### src/shared/link_supervisor_consts.svh
// Register offsets, field positions, reset values and timing counts.
`ifndef LINK_SUPERVISOR_CONSTS_SVH
`define LINK_SUPERVISOR_CONSTS_SVH

`define CLK_FREQ_MHZ 200
`define STATUS_OFFSET 8'h01
`define QUICK_STATUS_OFFSET 8'h11
`define OPS_OFFSET 8'h12
`define STATUS_LINK_BIT 2
`define QUICK_LINK_BIT 0
`define QUICK_JABBER_BIT 2
`define OPS_STRICT_INHIBIT_BIT 0
`define OPS_HEARTBEAT_INHIBIT_BIT 2
`define OPS_JABBER_INHIBIT_BIT 5
`define OPS_FULL_DUPLEX_BIT 8
`define OPS_RESET_VALUE 16'h0000
`define LINK_PULSE_MS 16
`define LINK_PULSE_CYCLES (`LINK_PULSE_MS * 1000 * `CLK_FREQ_MHZ)
`define LINK_FAIL_MS 82
`define LINK_FAIL_CYCLES (`LINK_FAIL_MS * 1000 * `CLK_FREQ_MHZ)
`define LINK_PULSE_COUNT_MIN 8
`define BIT_TIME_NS 100
`define BIT_TIME_CYCLES ((`BIT_TIME_NS * `CLK_FREQ_MHZ) / 1000)
`define LOCK_BITS_MIN 3
`define JABBER_LIMIT_MS 30
`define JABBER_LIMIT_CYCLES (`JABBER_LIMIT_MS * 1000 * `CLK_FREQ_MHZ)
`define JABBER_UNJAB_MS 400
`define JABBER_UNJAB_CYCLES (`JABBER_UNJAB_MS * 1000 * `CLK_FREQ_MHZ)
`define HEARTBEAT_NS 1000
`define HEARTBEAT_CYCLES ((`HEARTBEAT_NS * `CLK_FREQ_MHZ) / 1000)
`define IDLE_DELIM_NS 300
`define IDLE_DELIM_CYCLES ((`IDLE_DELIM_NS * `CLK_FREQ_MHZ) / 1000)

`endif

### src/shared/link_supervisor_pkg.sv
// Types shared by the link supervisor modules.
package link_supervisor_pkg;
	typedef enum logic [1:0] {
		LINK_INVALID,
		LINK_PENDING,
		LINK_VALID
	} link_state_t;
	typedef enum logic [1:0] {
		TX_IDLE,
		TX_SEND,
		TX_DELIM,
		TX_JABBER
	} tx_state_t;
endpackage : link_supervisor_pkg

### src/shared/timer_if.sv
// Interface between the supervisor and its down counters.
`timescale 1ns/100ps
interface timer_if;
	logic load;
	logic [31:0] count;
	logic expired;
	modport owner (output load, output count, input expired);
	modport timer (input load, input count, output expired);
endinterface : timer_if

### src/hw/down_timer.sv
// Loadable down counter that flags when it reaches zero.
`timescale 1ns/100ps
module down_timer (
	// Clock and reset
	input wire logic core_clk,
	input wire logic reset,
	// Control
	timer_if.timer ctl
);
	logic [31:0] count_reg;
	assign ctl.expired = (count_reg == 32'h0000_0000);
	always_ff @(posedge core_clk) begin
		if (reset)
			count_reg <= 32'h0000_0000;
		else if (ctl.load)
			count_reg <= ctl.count;
		else if (count_reg != 32'h0000_0000)
			count_reg <= count_reg - 32'h0000_0001;
	end
endmodule : down_timer

### src/hw/lock_qualifier.sv
// Counts consecutive locked bit times of the receive clock recovery.
`timescale 1ns/100ps
`include "link_supervisor_consts.svh"
module lock_qualifier (
	// Clock and reset
	input wire logic core_clk,
	input wire logic reset,
	// Receive clock recovery
	input wire logic rx_active,
	input wire logic pll_locked,
	// Result
	output logic data_valid
);
	logic [7:0] bit_cnt_reg;
	logic [3:0] bits_reg;
	logic bit_tick;
	assign bit_tick = (bit_cnt_reg == 8'(`BIT_TIME_CYCLES - 1));
	// Lock must hold for three consecutive bit times.
	assign data_valid = (bits_reg >= 4'(`LOCK_BITS_MIN));
	always_ff @(posedge core_clk) begin
		if (reset || !rx_active || !pll_locked) begin
			bit_cnt_reg <= 8'h00;
			bits_reg <= 4'h0;
		end else begin
			bit_cnt_reg <= bit_tick ? 8'h00 : bit_cnt_reg + 8'h01;
			if (bit_tick && bits_reg != 4'hf)
				bits_reg <= bits_reg + 4'h1;
		end
	end
endmodule : lock_qualifier

### src/hw/tenbase_t_link_supervisor.sv
// 10BASE-T link pulse, link monitor, carrier, collision, jabber, heartbeat.
`timescale 1ns/100ps
`include "link_supervisor_consts.svh"

// Summary of operation
// - Send a link pulse every 16 ms idle.
// - Keep pulsing while receiving a frame.
// - Link status latches low, shown twice.
// - Invalid goes valid on 8 pulses or data.
// - Valid stays while pulses or data arrive.
// - Silence beyond 82 ms drops the link.
// - Valid data needs three locked bit times.
// - Data-qualified link waits for packet end.
// - Going valid does not reset latched flag.
// - Strict inhibit zero demands idle delimiter.
// - Append idle delimiter after each transmit not ended by jabber.
// - Carrier sense per duplex mode.
// - Collision on overlap, never in full duplex.
// - Jabber asserts collision in half duplex, blocks data, pulses continue.
// - Jabber sets a latch-high status flag.
// - Jabber inhibit zero enables jabber detection.
// - Heartbeat collision pulse when transmit enable falls.
// - Heartbeat only node, half duplex, link valid.
// - Clock recovery runs from preamble through data.
module tenbase_t_link_supervisor
	import link_supervisor_pkg::*;
#(
	parameter logic [31:0] LINK_PULSE_CYCLES = 32'(`LINK_PULSE_CYCLES),
	parameter logic [31:0] LINK_FAIL_CYCLES = 32'(`LINK_FAIL_CYCLES),
	parameter logic [31:0] JABBER_LIMIT_CYCLES = 32'(`JABBER_LIMIT_CYCLES),
	parameter logic [31:0] JABBER_UNJAB_CYCLES = 32'(`JABBER_UNJAB_CYCLES),
	parameter logic [31:0] HEARTBEAT_CYCLES = 32'(`HEARTBEAT_CYCLES)
) (
	// Clock and reset
	input wire logic core_clk,
	input wire logic reset,
	// Register port
	input wire logic [7:0] reg_addr,
	input wire logic [15:0] reg_wdata,
	input wire logic reg_write,
	input wire logic reg_read,
	output logic [15:0] reg_rdata,
	// Configuration
	input wire logic node_mode,
	// MAC side
	input wire logic tx_en,
	output logic crs,
	output logic col,
	// Receive path from the medium
	input wire logic rx_activity,
	input wire logic rx_preamble,
	input wire logic rx_pll_locked,
	input wire logic rx_idle_delim,
	input wire logic rx_link_pulse,
	output logic rx_pll_enable,
	// Transmit path toward the medium
	output logic tx_data_enable,
	output logic tx_idle_delim,
	output logic tx_link_pulse
);
	logic [15:0] ops_reg;
	logic link_latch_reg;
	logic jabber_latch_reg;
	logic [15:0] rdata_reg;
	link_state_t link_state_reg;
	link_state_t link_state_next;
	tx_state_t tx_state_reg;
	tx_state_t tx_state_next;
	logic [3:0] pulse_cnt_reg;
	logic data_seen_reg;
	logic tx_en_d_reg;
	logic rx_acq_reg;
	logic heartbeat_reg;
	logic pulse_out_reg;
	logic data_valid;
	logic strict_q;
	logic full_duplex;
	logic link_valid;
	logic transmitting;
	logic tx_fall;
	logic rx_end;
	logic data_qualified;
	logic activity_seen;
	logic heartbeat_ok;
	logic jabber_start;
	logic rd_status;
	logic rd_quick;
	logic rd_ops;
	logic rd_link;
	logic wr_ops;
	logic [15:0] rdata_next;

	timer_if pulse_t ();
	timer_if fail_t ();
	timer_if jab_t ();
	timer_if hb_t ();
	timer_if delim_t ();

	down_timer u_pulse (.core_clk(core_clk), .reset(reset), .ctl(pulse_t));
	down_timer u_fail (.core_clk(core_clk), .reset(reset), .ctl(fail_t));
	down_timer u_jab (.core_clk(core_clk), .reset(reset), .ctl(jab_t));
	down_timer u_hb (.core_clk(core_clk), .reset(reset), .ctl(hb_t));
	down_timer u_delim (.core_clk(core_clk), .reset(reset), .ctl(delim_t));

	lock_qualifier u_lock (
		.core_clk(core_clk),
		.reset(reset),
		.rx_active(rx_acq_reg),
		.pll_locked(rx_pll_locked),
		.data_valid(data_valid)
	);

	// Configuration decode.
	assign strict_q = ~ops_reg[`OPS_STRICT_INHIBIT_BIT];
	assign full_duplex = ops_reg[`OPS_FULL_DUPLEX_BIT];
	assign link_valid = (link_state_reg == LINK_VALID);
	assign transmitting = (tx_state_reg == TX_SEND);
	assign tx_fall = tx_en_d_reg & ~tx_en;

	// Clock recovery starts with preamble and runs during data.
	assign rx_pll_enable = rx_acq_reg;
	assign rx_end = rx_acq_reg & ~rx_activity;

	// Data qualifies on packet end, with delimiter if strict.
	assign data_qualified = data_seen_reg & rx_end &
		(~strict_q | rx_idle_delim);
	assign activity_seen = rx_link_pulse | data_qualified;

	// Link pulse generator runs regardless of receive.
	assign pulse_t.load = pulse_t.expired;
	assign pulse_t.count = LINK_PULSE_CYCLES - 32'h0000_0001;
	assign tx_link_pulse = pulse_out_reg;

	// Link fail timer restarts on a link pulse or qualified data.
	assign fail_t.load = activity_seen | ~link_valid;
	assign fail_t.count = LINK_FAIL_CYCLES;

	// Link monitor state machine.
	always_comb begin
		link_state_next = link_state_reg;
		case (link_state_reg)
			LINK_INVALID: begin
				if (pulse_cnt_reg >= 4'(`LINK_PULSE_COUNT_MIN))
					link_state_next = LINK_VALID;
				else if (data_valid)
					link_state_next = LINK_PENDING;
			end
			LINK_PENDING: begin
				if (data_qualified)
					link_state_next = LINK_VALID;
				else if (rx_end)
					link_state_next = LINK_INVALID;
			end
			LINK_VALID: begin
				if (fail_t.expired)
					link_state_next = LINK_INVALID;
			end
			default: link_state_next = LINK_INVALID;
		endcase
	end

	// Jabber timer runs while sending; inhibit bit masks jabber_start.
	assign jabber_start = transmitting & jab_t.expired &
		~ops_reg[`OPS_JABBER_INHIBIT_BIT];
	assign jab_t.load = (tx_state_reg == TX_IDLE && tx_state_next == TX_SEND) |
		jabber_start;
	assign jab_t.count = jabber_start ? JABBER_UNJAB_CYCLES :
		JABBER_LIMIT_CYCLES;

	// Idle delimiter follows every packet that leaves TX_SEND on tx_en low; none after TX_JABBER.
	assign delim_t.load = transmitting & ~tx_en;
	assign delim_t.count = 32'(`IDLE_DELIM_CYCLES);

	// Transmit state machine.
	always_comb begin
		tx_state_next = tx_state_reg;
		case (tx_state_reg)
			TX_IDLE: begin
				if (tx_en)
					tx_state_next = TX_SEND;
			end
			TX_SEND: begin
				if (jabber_start)
					tx_state_next = TX_JABBER;
				else if (!tx_en)
					tx_state_next = TX_DELIM;
			end
			TX_DELIM: begin
				if (delim_t.expired)
					tx_state_next = TX_IDLE;
			end
			TX_JABBER: begin
				if (jab_t.expired && !tx_en)
					tx_state_next = TX_IDLE;
			end
			default: tx_state_next = TX_IDLE;
		endcase
	end

	// Medium drive: jabber blocks data, pulses still go out.
	assign tx_data_enable = transmitting;
	assign tx_idle_delim = (tx_state_reg == TX_DELIM);

	// Heartbeat enable conditions.
	assign heartbeat_ok = node_mode & ~full_duplex & link_valid &
		~ops_reg[`OPS_HEARTBEAT_INHIBIT_BIT];
	assign hb_t.load = tx_fall & heartbeat_ok;
	assign hb_t.count = HEARTBEAT_CYCLES;

	// Carrier sense and collision toward the MAC.
	assign crs = full_duplex ? rx_acq_reg :
		(rx_acq_reg | tx_en);
	assign col = ~full_duplex & ((rx_acq_reg & transmitting) |
		(tx_state_reg == TX_JABBER) | heartbeat_reg);

	// Register decode.
	assign rd_status = reg_read & (reg_addr == `STATUS_OFFSET);
	assign rd_quick = reg_read & (reg_addr == `QUICK_STATUS_OFFSET);
	assign rd_ops = reg_read & (reg_addr == `OPS_OFFSET);
	assign rd_link = rd_status | rd_quick;
	assign wr_ops = reg_write & (reg_addr == `OPS_OFFSET);

	always_comb begin
		rdata_next = 16'h0000;
		if (rd_status)
			rdata_next[`STATUS_LINK_BIT] = link_latch_reg;
		if (rd_quick) begin
			rdata_next[`QUICK_LINK_BIT] = link_latch_reg;
			rdata_next[`QUICK_JABBER_BIT] = jabber_latch_reg;
		end
		if (rd_ops)
			rdata_next = ops_reg;
	end
	assign reg_rdata = rdata_reg;

	// Control and link state.
	always_ff @(posedge core_clk) begin
		if (reset) begin
			ops_reg <= `OPS_RESET_VALUE;
			link_state_reg <= LINK_INVALID;
			tx_state_reg <= TX_IDLE;
			rdata_reg <= 16'h0000;
			tx_en_d_reg <= 1'b0;
		end else begin
			if (wr_ops)
				ops_reg <= reg_wdata;
			link_state_reg <= link_state_next;
			tx_state_reg <= tx_state_next;
			rdata_reg <= rdata_next;
			tx_en_d_reg <= tx_en;
		end
	end

	// Latched status flags; a drop wins over the read refresh.
	always_ff @(posedge core_clk) begin
		if (reset) begin
			link_latch_reg <= 1'b0;
			jabber_latch_reg <= 1'b0;
		end else begin
			if (link_state_next != LINK_VALID)
				link_latch_reg <= 1'b0;
			else if (rd_link)
				link_latch_reg <= 1'b1;
			if (jabber_start)
				jabber_latch_reg <= 1'b1;
			else if (rd_quick)
				jabber_latch_reg <= 1'b0;
		end
	end

	// Receive tracking, link pulse count and heartbeat output.
	always_ff @(posedge core_clk) begin
		if (reset) begin
			rx_acq_reg <= 1'b0;
			data_seen_reg <= 1'b0;
			pulse_cnt_reg <= 4'h0;
			heartbeat_reg <= 1'b0;
			pulse_out_reg <= 1'b0;
		end else begin
			if (rx_preamble)
				rx_acq_reg <= 1'b1;
			else if (!rx_activity)
				rx_acq_reg <= 1'b0;
			if (!rx_acq_reg)
				data_seen_reg <= 1'b0;
			else if (data_valid)
				data_seen_reg <= 1'b1;
			if (link_valid || fail_t.expired && !link_valid &&
				pulse_cnt_reg == 4'h0)
				pulse_cnt_reg <= 4'h0;
			else if (rx_link_pulse && pulse_cnt_reg != 4'hf)
				pulse_cnt_reg <= pulse_cnt_reg + 4'h1;
			heartbeat_reg <= hb_t.load | ~hb_t.expired;
			pulse_out_reg <= pulse_t.expired;
		end
	end
endmodule : tenbase_t_link_supervisor

### config.mk
export PLATFORM = sky130hd
export DESIGN_NAME = tenbase_t_link_supervisor
export DESIGN_NICKNAME = d
export VERILOG_FILES = /design/src/shared/link_supervisor_pkg.sv /design/src/shared/timer_if.sv /design/src/hw/down_timer.sv /design/src/hw/lock_qualifier.sv /design/src/hw/tenbase_t_link_supervisor.sv
export VERILOG_INCLUDE_DIRS = /design/src /design/src/shared
export SDC_FILE = /design/constraint.sdc
export NUM_CORES = 1
export LEC_CHECK = 0
export BUFFER_PORTS_ARGS = -buffer_cell sky130_fd_sc_hd__buf_2
export CAP_MARGIN = 10
export CORE_MARGIN = 4
export CORE_UTILIZATION = 32
export CTS_CLUSTER_DIAMETER = 40
export DETAILED_ROUTE_END_ITERATION = 16
export REMOVE_ABC_BUFFERS = 1
export SLEW_MARGIN = 5
export SYNTH_ARGS = -nofsm -noshare
export SYNTH_HDL_FRONTEND = slang
export SYNTH_HIERARCHICAL = 1
export SYNTH_SLANG_ARGS = --single-unit
### constraint.sdc
create_clock -name core_clk -period 5.5 [get_ports core_clk]
set_input_delay 0 -clock core_clk [delete_from_list [all_inputs] [get_ports core_clk]]
set_output_delay 0 -clock core_clk [all_outputs]
set_load 0.03 [all_outputs]
==> reports/results.tsv, run 1 <==
metric	value	unit
power.density	463	nW/um^2
async_reset_ff_share	0	%
relSlewSlack	28.8	%
grt_pass1_vias	9613	
cpMaxStageDelayCell	or4_1	
synth_edf_count	0	
synth_top_flop_cell	dfxtp_1	
drcViolationCount	0	
min_period	4.22	ns
clockBufferDepth	3	
gp_congestion	0.810	
share_comb_of_total_power	30.4	%
setup_tns	0	ns
cp-start-kind	flop	
grtUsageTotal	13.8	%
skew	0.0187	ns
final_cell_mix	dfxtp_1 (219), nand2_1 (160), conb_1 (148), nor2_1 (79), xnor2_1 (67)	
post_cts_resized	0	
root_buffer	clkbuf_16	
dpl_cell_area	12700	sq um
start_util	32.5	%
viasPerCell	4.85	
finish.utilization	40.6	%
peakVddDrop	275	uV
num_vias	9913	
holdPathStages	4	
crit_arrival	4.69	ns
critPathMaxStageDelay	0.87	ns
area_growth_syn_to_layout	24.8	%
critPathCaptureType	flop	
io_buffers	56	
setup_viol	0	
ios	57	
worstMarginPinSlew	1.06	ns
hold_path_end	link_latch_reg	
worstPathMaxFanout	21	
reg2reg_to	u_jab/count_reg[31]	
antenna_found_initial	1	
final.period_utilization	76.8	%
reg2reg_slack	1.28	ns
drt_iter0_markers	449	
worstSetupStartpoint	u_jab/count_reg[9]	
clock_power_share	38.0	%
fin_area	14500	sq um
reg2reg_from	u_jab/count_reg[9]	
die_area	39300	sq um
path_class	reg2reg	
cts_tree	built	
crit_required	5.96	ns
p_int	4.41	mW
clk_pin_slew	0.05	ns
worstHoldPathType	in2reg	
core-area	35700	sq um
die_h	198	microns
numCtsBuffers	40	
fmax	237	MHz
cts_max_level	2	
drt_wl_total	27200	microns
grt_pass1_wl	46000	microns
seq_power_share	31.5	%
final_hold_viol_count	0	
synthDistinctLibCells	77	
wire_per_inst	13.3	microns
first_pass_iters	4	
final_common_cell	dfxtp_1	
nets	1596	
layout-drive-gt1-share	15.9	%
clkSinkCount	219	
ff2ff_path_depth	10	
ant_nets	0	
grt_overflow	0	
yosysWarnings	6	
grt_max_degree	57	
drv_slew	0	
switching_share	34.3	%
fp-row-count	69	
netlist_instances	1328	
hpwl	18200	microns
synth-seq-area-share	37.8	%
n_fill_cell	3566	
p_leak	6.03	nW
path_cells	nor3_1 -> nand3_1 -> or4_1 -> clkinv_8 -> nor2b_1 -> nand2_1 -> nand2_1 -> inv_1 -> a21oi_2 -> o211a_1	
min_from	reg_addr[1]	
maxCapViolCount	0	
p_switching	2.30	mW
clock_latency	0.52	ns
status	finished, final reports clean	
crit_path_frequent_cell	nand2_1	
syn_area	11600	sq um
ys_ff_latch	219	
die-width	198	microns
rsz0062_at_grt	no	
postSynthAreaPerCell	8.73	sq um
==> cells in the mapped netlist, types with 8 or more instances <==
cell      number  share of area [%]
nor2b_1       12               0.65
or2_2          9               0.49
nor4_1        60                3.2
nand2_1      160                5.2
o21ai_1       15               0.65
and2_2        11               0.71
o31ai_1       19                1.2
ha_1           9               0.97
xnor2_1       67                5.1
a311oi_1      16                1.2
nand4_1       13               0.70
o21ai_0       28                1.2
o21ai_2       50                3.8
or3_1         35                1.9
inv_1         38                1.2
nand3_1       41                1.8
a221oi_2       8                1.0
xor2_1        45                3.4
or4_1         45                2.9
a21oi_1       50                2.2
nor2_1        79                2.6
nand3b_1      14               0.91
clkbuf_1      47                1.5
nor3_1        33                1.4
dfxtp_1      219                 38
o211a_1       47                4.1
nand2b_1      35                1.9
==> cell type report <==
type	count	area (sq um)	area share, %
Antenna cell	1	2.50	0.0173
Clock buffer	47	1040	7.17
Clock inverter	25	359	2.48
Inverter	44	216	1.50
Multi-Input combinational cell	1143	7160	49.5
Sequential cell	219	4380	30.3
Tap cell	461	577	3.98
Timing Repair Buffer	104	741	5.12
==> metal layers <==
layer / GRT usage, % / vias up / share of wire, %
li1: - / 5160 / -
met4: 4.11 / 2 / 2.0
met2: 23.7 / 140 / 48
met3: 3.11 / 43 / 4.7
met5: 0 / - / 0.040
met1: 17.4 / 4568 / 46
==> repair_timing <==
item | 4_1_cts | 5_1_grt
buffers inserted | 0 | 0
hold buffers | 39 | 0
hold endpoints to repair | 44 | 0
==> how the worst max path moves through the flow <==
stage | endpoint | slack [ns] | cells after the start
6_report | u_jab/count_reg[31] | 1.28 | 10
2_1_floorplan | u_jab/count_reg[11] | 1.42 | 11
3_5_place_dp | u_jab/count_reg[31] | 1.31 | 10
5_1_grt | u_jab/count_reg[16] | 0.88 | 12
3_3_place_gp | u_jab/count_reg[16] | 1.37 | 12
4_1_cts | u_jab/count_reg[31] | 1.32 | 12
==> cell families (layout without fill, tap and decap cells) <==
group	Yosys count	after routing	synth area share, %
AO/OA/AOI/OAI	278	278	18.8
XOR/XNOR	112	112	8.46
adder cells (fa/ha/maj)	9	9	0.971
buffers and inverters	112	220	5.24
flip-flops	219	219	37.8
multiplexers	3	3	0.281
other	2	149	0.0648
AND/OR/NAND/NOR	593	593	28.4
==> power by group through the flow <==
stage	logic [mW]	registers (mW)	clock network (mW)
detailed placement	2.02	2.14	0
global route	2.31	2.16	2.70
CTS	2.05	2.11	2.63
finish	2.04	2.11	2.55
global placement	1.98	2.13	0
floorplan	1.65	2.08	0
==> critical path: cells and delay by family, from the launching register on <==
kind / cells / cell delay [ns]
AOI/OAI and AO/OA: 2 / 0.77
buffers and inverters: 2 / 0.46
DFF: 1 / 0.35
and+or+nand+nor: 6 / 2.57
==> through the flow <==
step	total power, mW	worst slack, ns	hold WS [ns]	cells
after floorplan	3.73	1.42	0.0662	1406
after global placement	4.11	1.37	0.205	1932
after detailed placement	4.16	1.31	0.219	1932
after CTS	6.79	1.32	0.00291	2043
after global routing	7.16	0.877	0.0423	2043
final	6.70	1.28	0.0324	2044
Note: power is estimated with default switching activity, not from simulation.
==> inputs of run 2 (changes only) <==
clock period = 4.3 ns   (was 5.5 ns; I/O delays follow)
==> reports/results.tsv, run 2 (synthesized netlist as in run 1, its figures left out) <==
metric	value	unit
crit_arrival	4.02	ns
cpMaxStageDelayCell	or4_1	
num_vias	9952	
cts_max_level	2	
root_buffer	clkbuf_16	
final_hold_viol_count	0	
peakVddDrop	303	uV
gp_congestion	0.797	
die_h	198	microns
numCtsBuffers	41	
viasPerCell	4.85	
io_buffers	56	
grt_pass1_wl	47000	microns
worstHoldPathType	in2reg	
power.density	595	nW/um^2
fmax	276	MHz
nets	1605	
min_from	reg_addr[1]	
relSlewSlack	26.0	%
drt_wl_total	27800	microns
first_pass_iters	5	
worstPathMaxFanout	19	
hpwl	18400	microns
clockBufferDepth	3	
status	finished, final reports clean	
hold_path_end	link_latch_reg	
fp-row-count	69	
reg2reg_slack	0.67	ns
reg2reg_to	u_jab/count_reg[25]	
rsz0062_at_grt	no	
p_int	5.68	mW
seq_power_share	31.4	%
critPathTopFamily	simple AND/OR/NAND/NOR gates	
reg2reg_from	u_jab/count_reg[17]	
ant_nets	0	
antenna_found_initial	1	
wire_per_inst	13.5	microns
worstMarginPinSlew	1.11	ns
core-area	35700	sq um
holdPathStages	4	
p_switching	2.96	mW
total_power	8.64	mW
die-width	198	microns
critPathCaptureType	flop	
cts_tree	built	
setup_tns	0	ns
ios	57	
grt_overflow	0	
crit_required	4.69	ns
fin_area	14500	sq um
drcViolationCount	0	
grtUsageTotal	14.1	%
ff2ff_path_depth	11	
maxCapViolCount	0	
clkSinkCount	219	
critPathMaxStageDelay	0.67	ns
finish.utilization	40.8	%
clock_latency	0.52	ns
cp-start-kind	flop	
share_comb_of_total_power	30.8	%
post_cts_resized	0	
path_cells	or4_4 -> or4_1 -> or4_1 -> clkinv_8 -> nor2b_1 -> nand2_1 -> buf_4 -> nand2_1 -> buf_4 -> or3_4 -> o21ai_0	
layout-drive-gt1-share	16.8	%
min_period	3.63	ns
switching_share	34.3	%
clock_power_share	37.8	%
dpl_cell_area	12800	sq um
drv_slew	0	
final_cell_mix	dfxtp_1 (219), nand2_1 (160), conb_1 (148), nor2_1 (79), xnor2_1 (67)	
start_util	32.5	%
final_common_cell	dfxtp_1	
final.period_utilization	84.4	%
grt_max_degree	49	
drt_iter0_markers	456	
path_buf_inv	3	
skew	0.0317	ns
path_class	reg2reg	
num_antenna_cells	0	
p_leak	6.07	nW
die_area	39300	sq um
area_growth_syn_to_layout	25.3	%
clk_pin_slew	0.05	ns
grt_pass1_vias	9585	
setup_viol	0	
==> run 2: cell types whose count changed in the layout (fill, tap and decap cells not counted), moves of 2 or more <==
cell / delta
buf_4: +11
clkinv_4: +4
dlygate4sd3_1: -3
clkbuf_8: +2
clkbuf_1: -4
==> run 2: worst max path at each step <==
stage                        startpoint                  end  slack [ns]  cells past startpoint
detailed placement  u_jab/count_reg[17]  u_jab/count_reg[22]        0.66                     11
CTS                 u_jab/count_reg[17]  u_jab/count_reg[25]        0.66                     11
global placement    u_jab/count_reg[17]  u_jab/count_reg[22]        0.76                     11
global route        u_jab/count_reg[17]  u_jab/count_reg[25]        0.43                     11
floorplan           u_jab/count_reg[17]  u_jab/count_reg[11]        0.22                     11
finish              u_jab/count_reg[17]  u_jab/count_reg[25]        0.67                     11
==> run 2: power by group through the flow <==
stage          registers, mW  logic, mW  clock network, mW
3_3_place_gp            2.73       2.58                  0
6_report                2.71       2.66               3.27
2_1_floorplan           2.66       2.11                  0
4_1_cts                 2.71       2.67               3.37
5_1_grt                 2.76       3.01               3.45
3_5_place_dp            2.74       2.63                  0
==> run 2: tightest hold or removal path: stages <==
cell and delay, ns:
buf_2 0.09, nor4b_1 0.07, and2b_1 0.18, o21a_1 0.16
==> run 2: final cells by class <==
cell class | instances | area, sq um
clock inverter | 26 | 329
fill | 3559 | 21100
clock buffer | 46 | 1070
tap | 461 | 577
inverter | 44 | 216
sequential | 219 | 4380
timing repair buffer | 112 | 793
multi-input combinational | 1143 | 7160
==> run 2: metal layers <==
metal | global-route usage (%) | part of all wire, % | up-vias
met5 | 0 | 0.047 | -
met4 | 4.57 | 2.5 | 2
met3 | 2.62 | 4.3 | 43
met2 | 23.8 | 47 | 150
met1 | 18.2 | 46 | 4589
li1 | - | - | 5168
==> run 2: per-stage QoR <==
stage / setup WS [ns] / hold WS (ns) / std cells
floorplan: 0.217 / 0.0662 / 1406
global placement: 0.757 / 0.209 / 1943
detailed placement: 0.660 / 0.234 / 1943
CTS: 0.657 / 0.0168 / 2051
global route: 0.427 / 0.0578 / 2051
finish: 0.671 / 0.0425 / 2051
==> run 2: what timing repair did <==
action / CTS / global route
hold endpoints to repair: 35 / 0
buffers inserted: 0 / 0
hold buffers: 36 / 0
endpoints found under the setup margin: 0 / 0
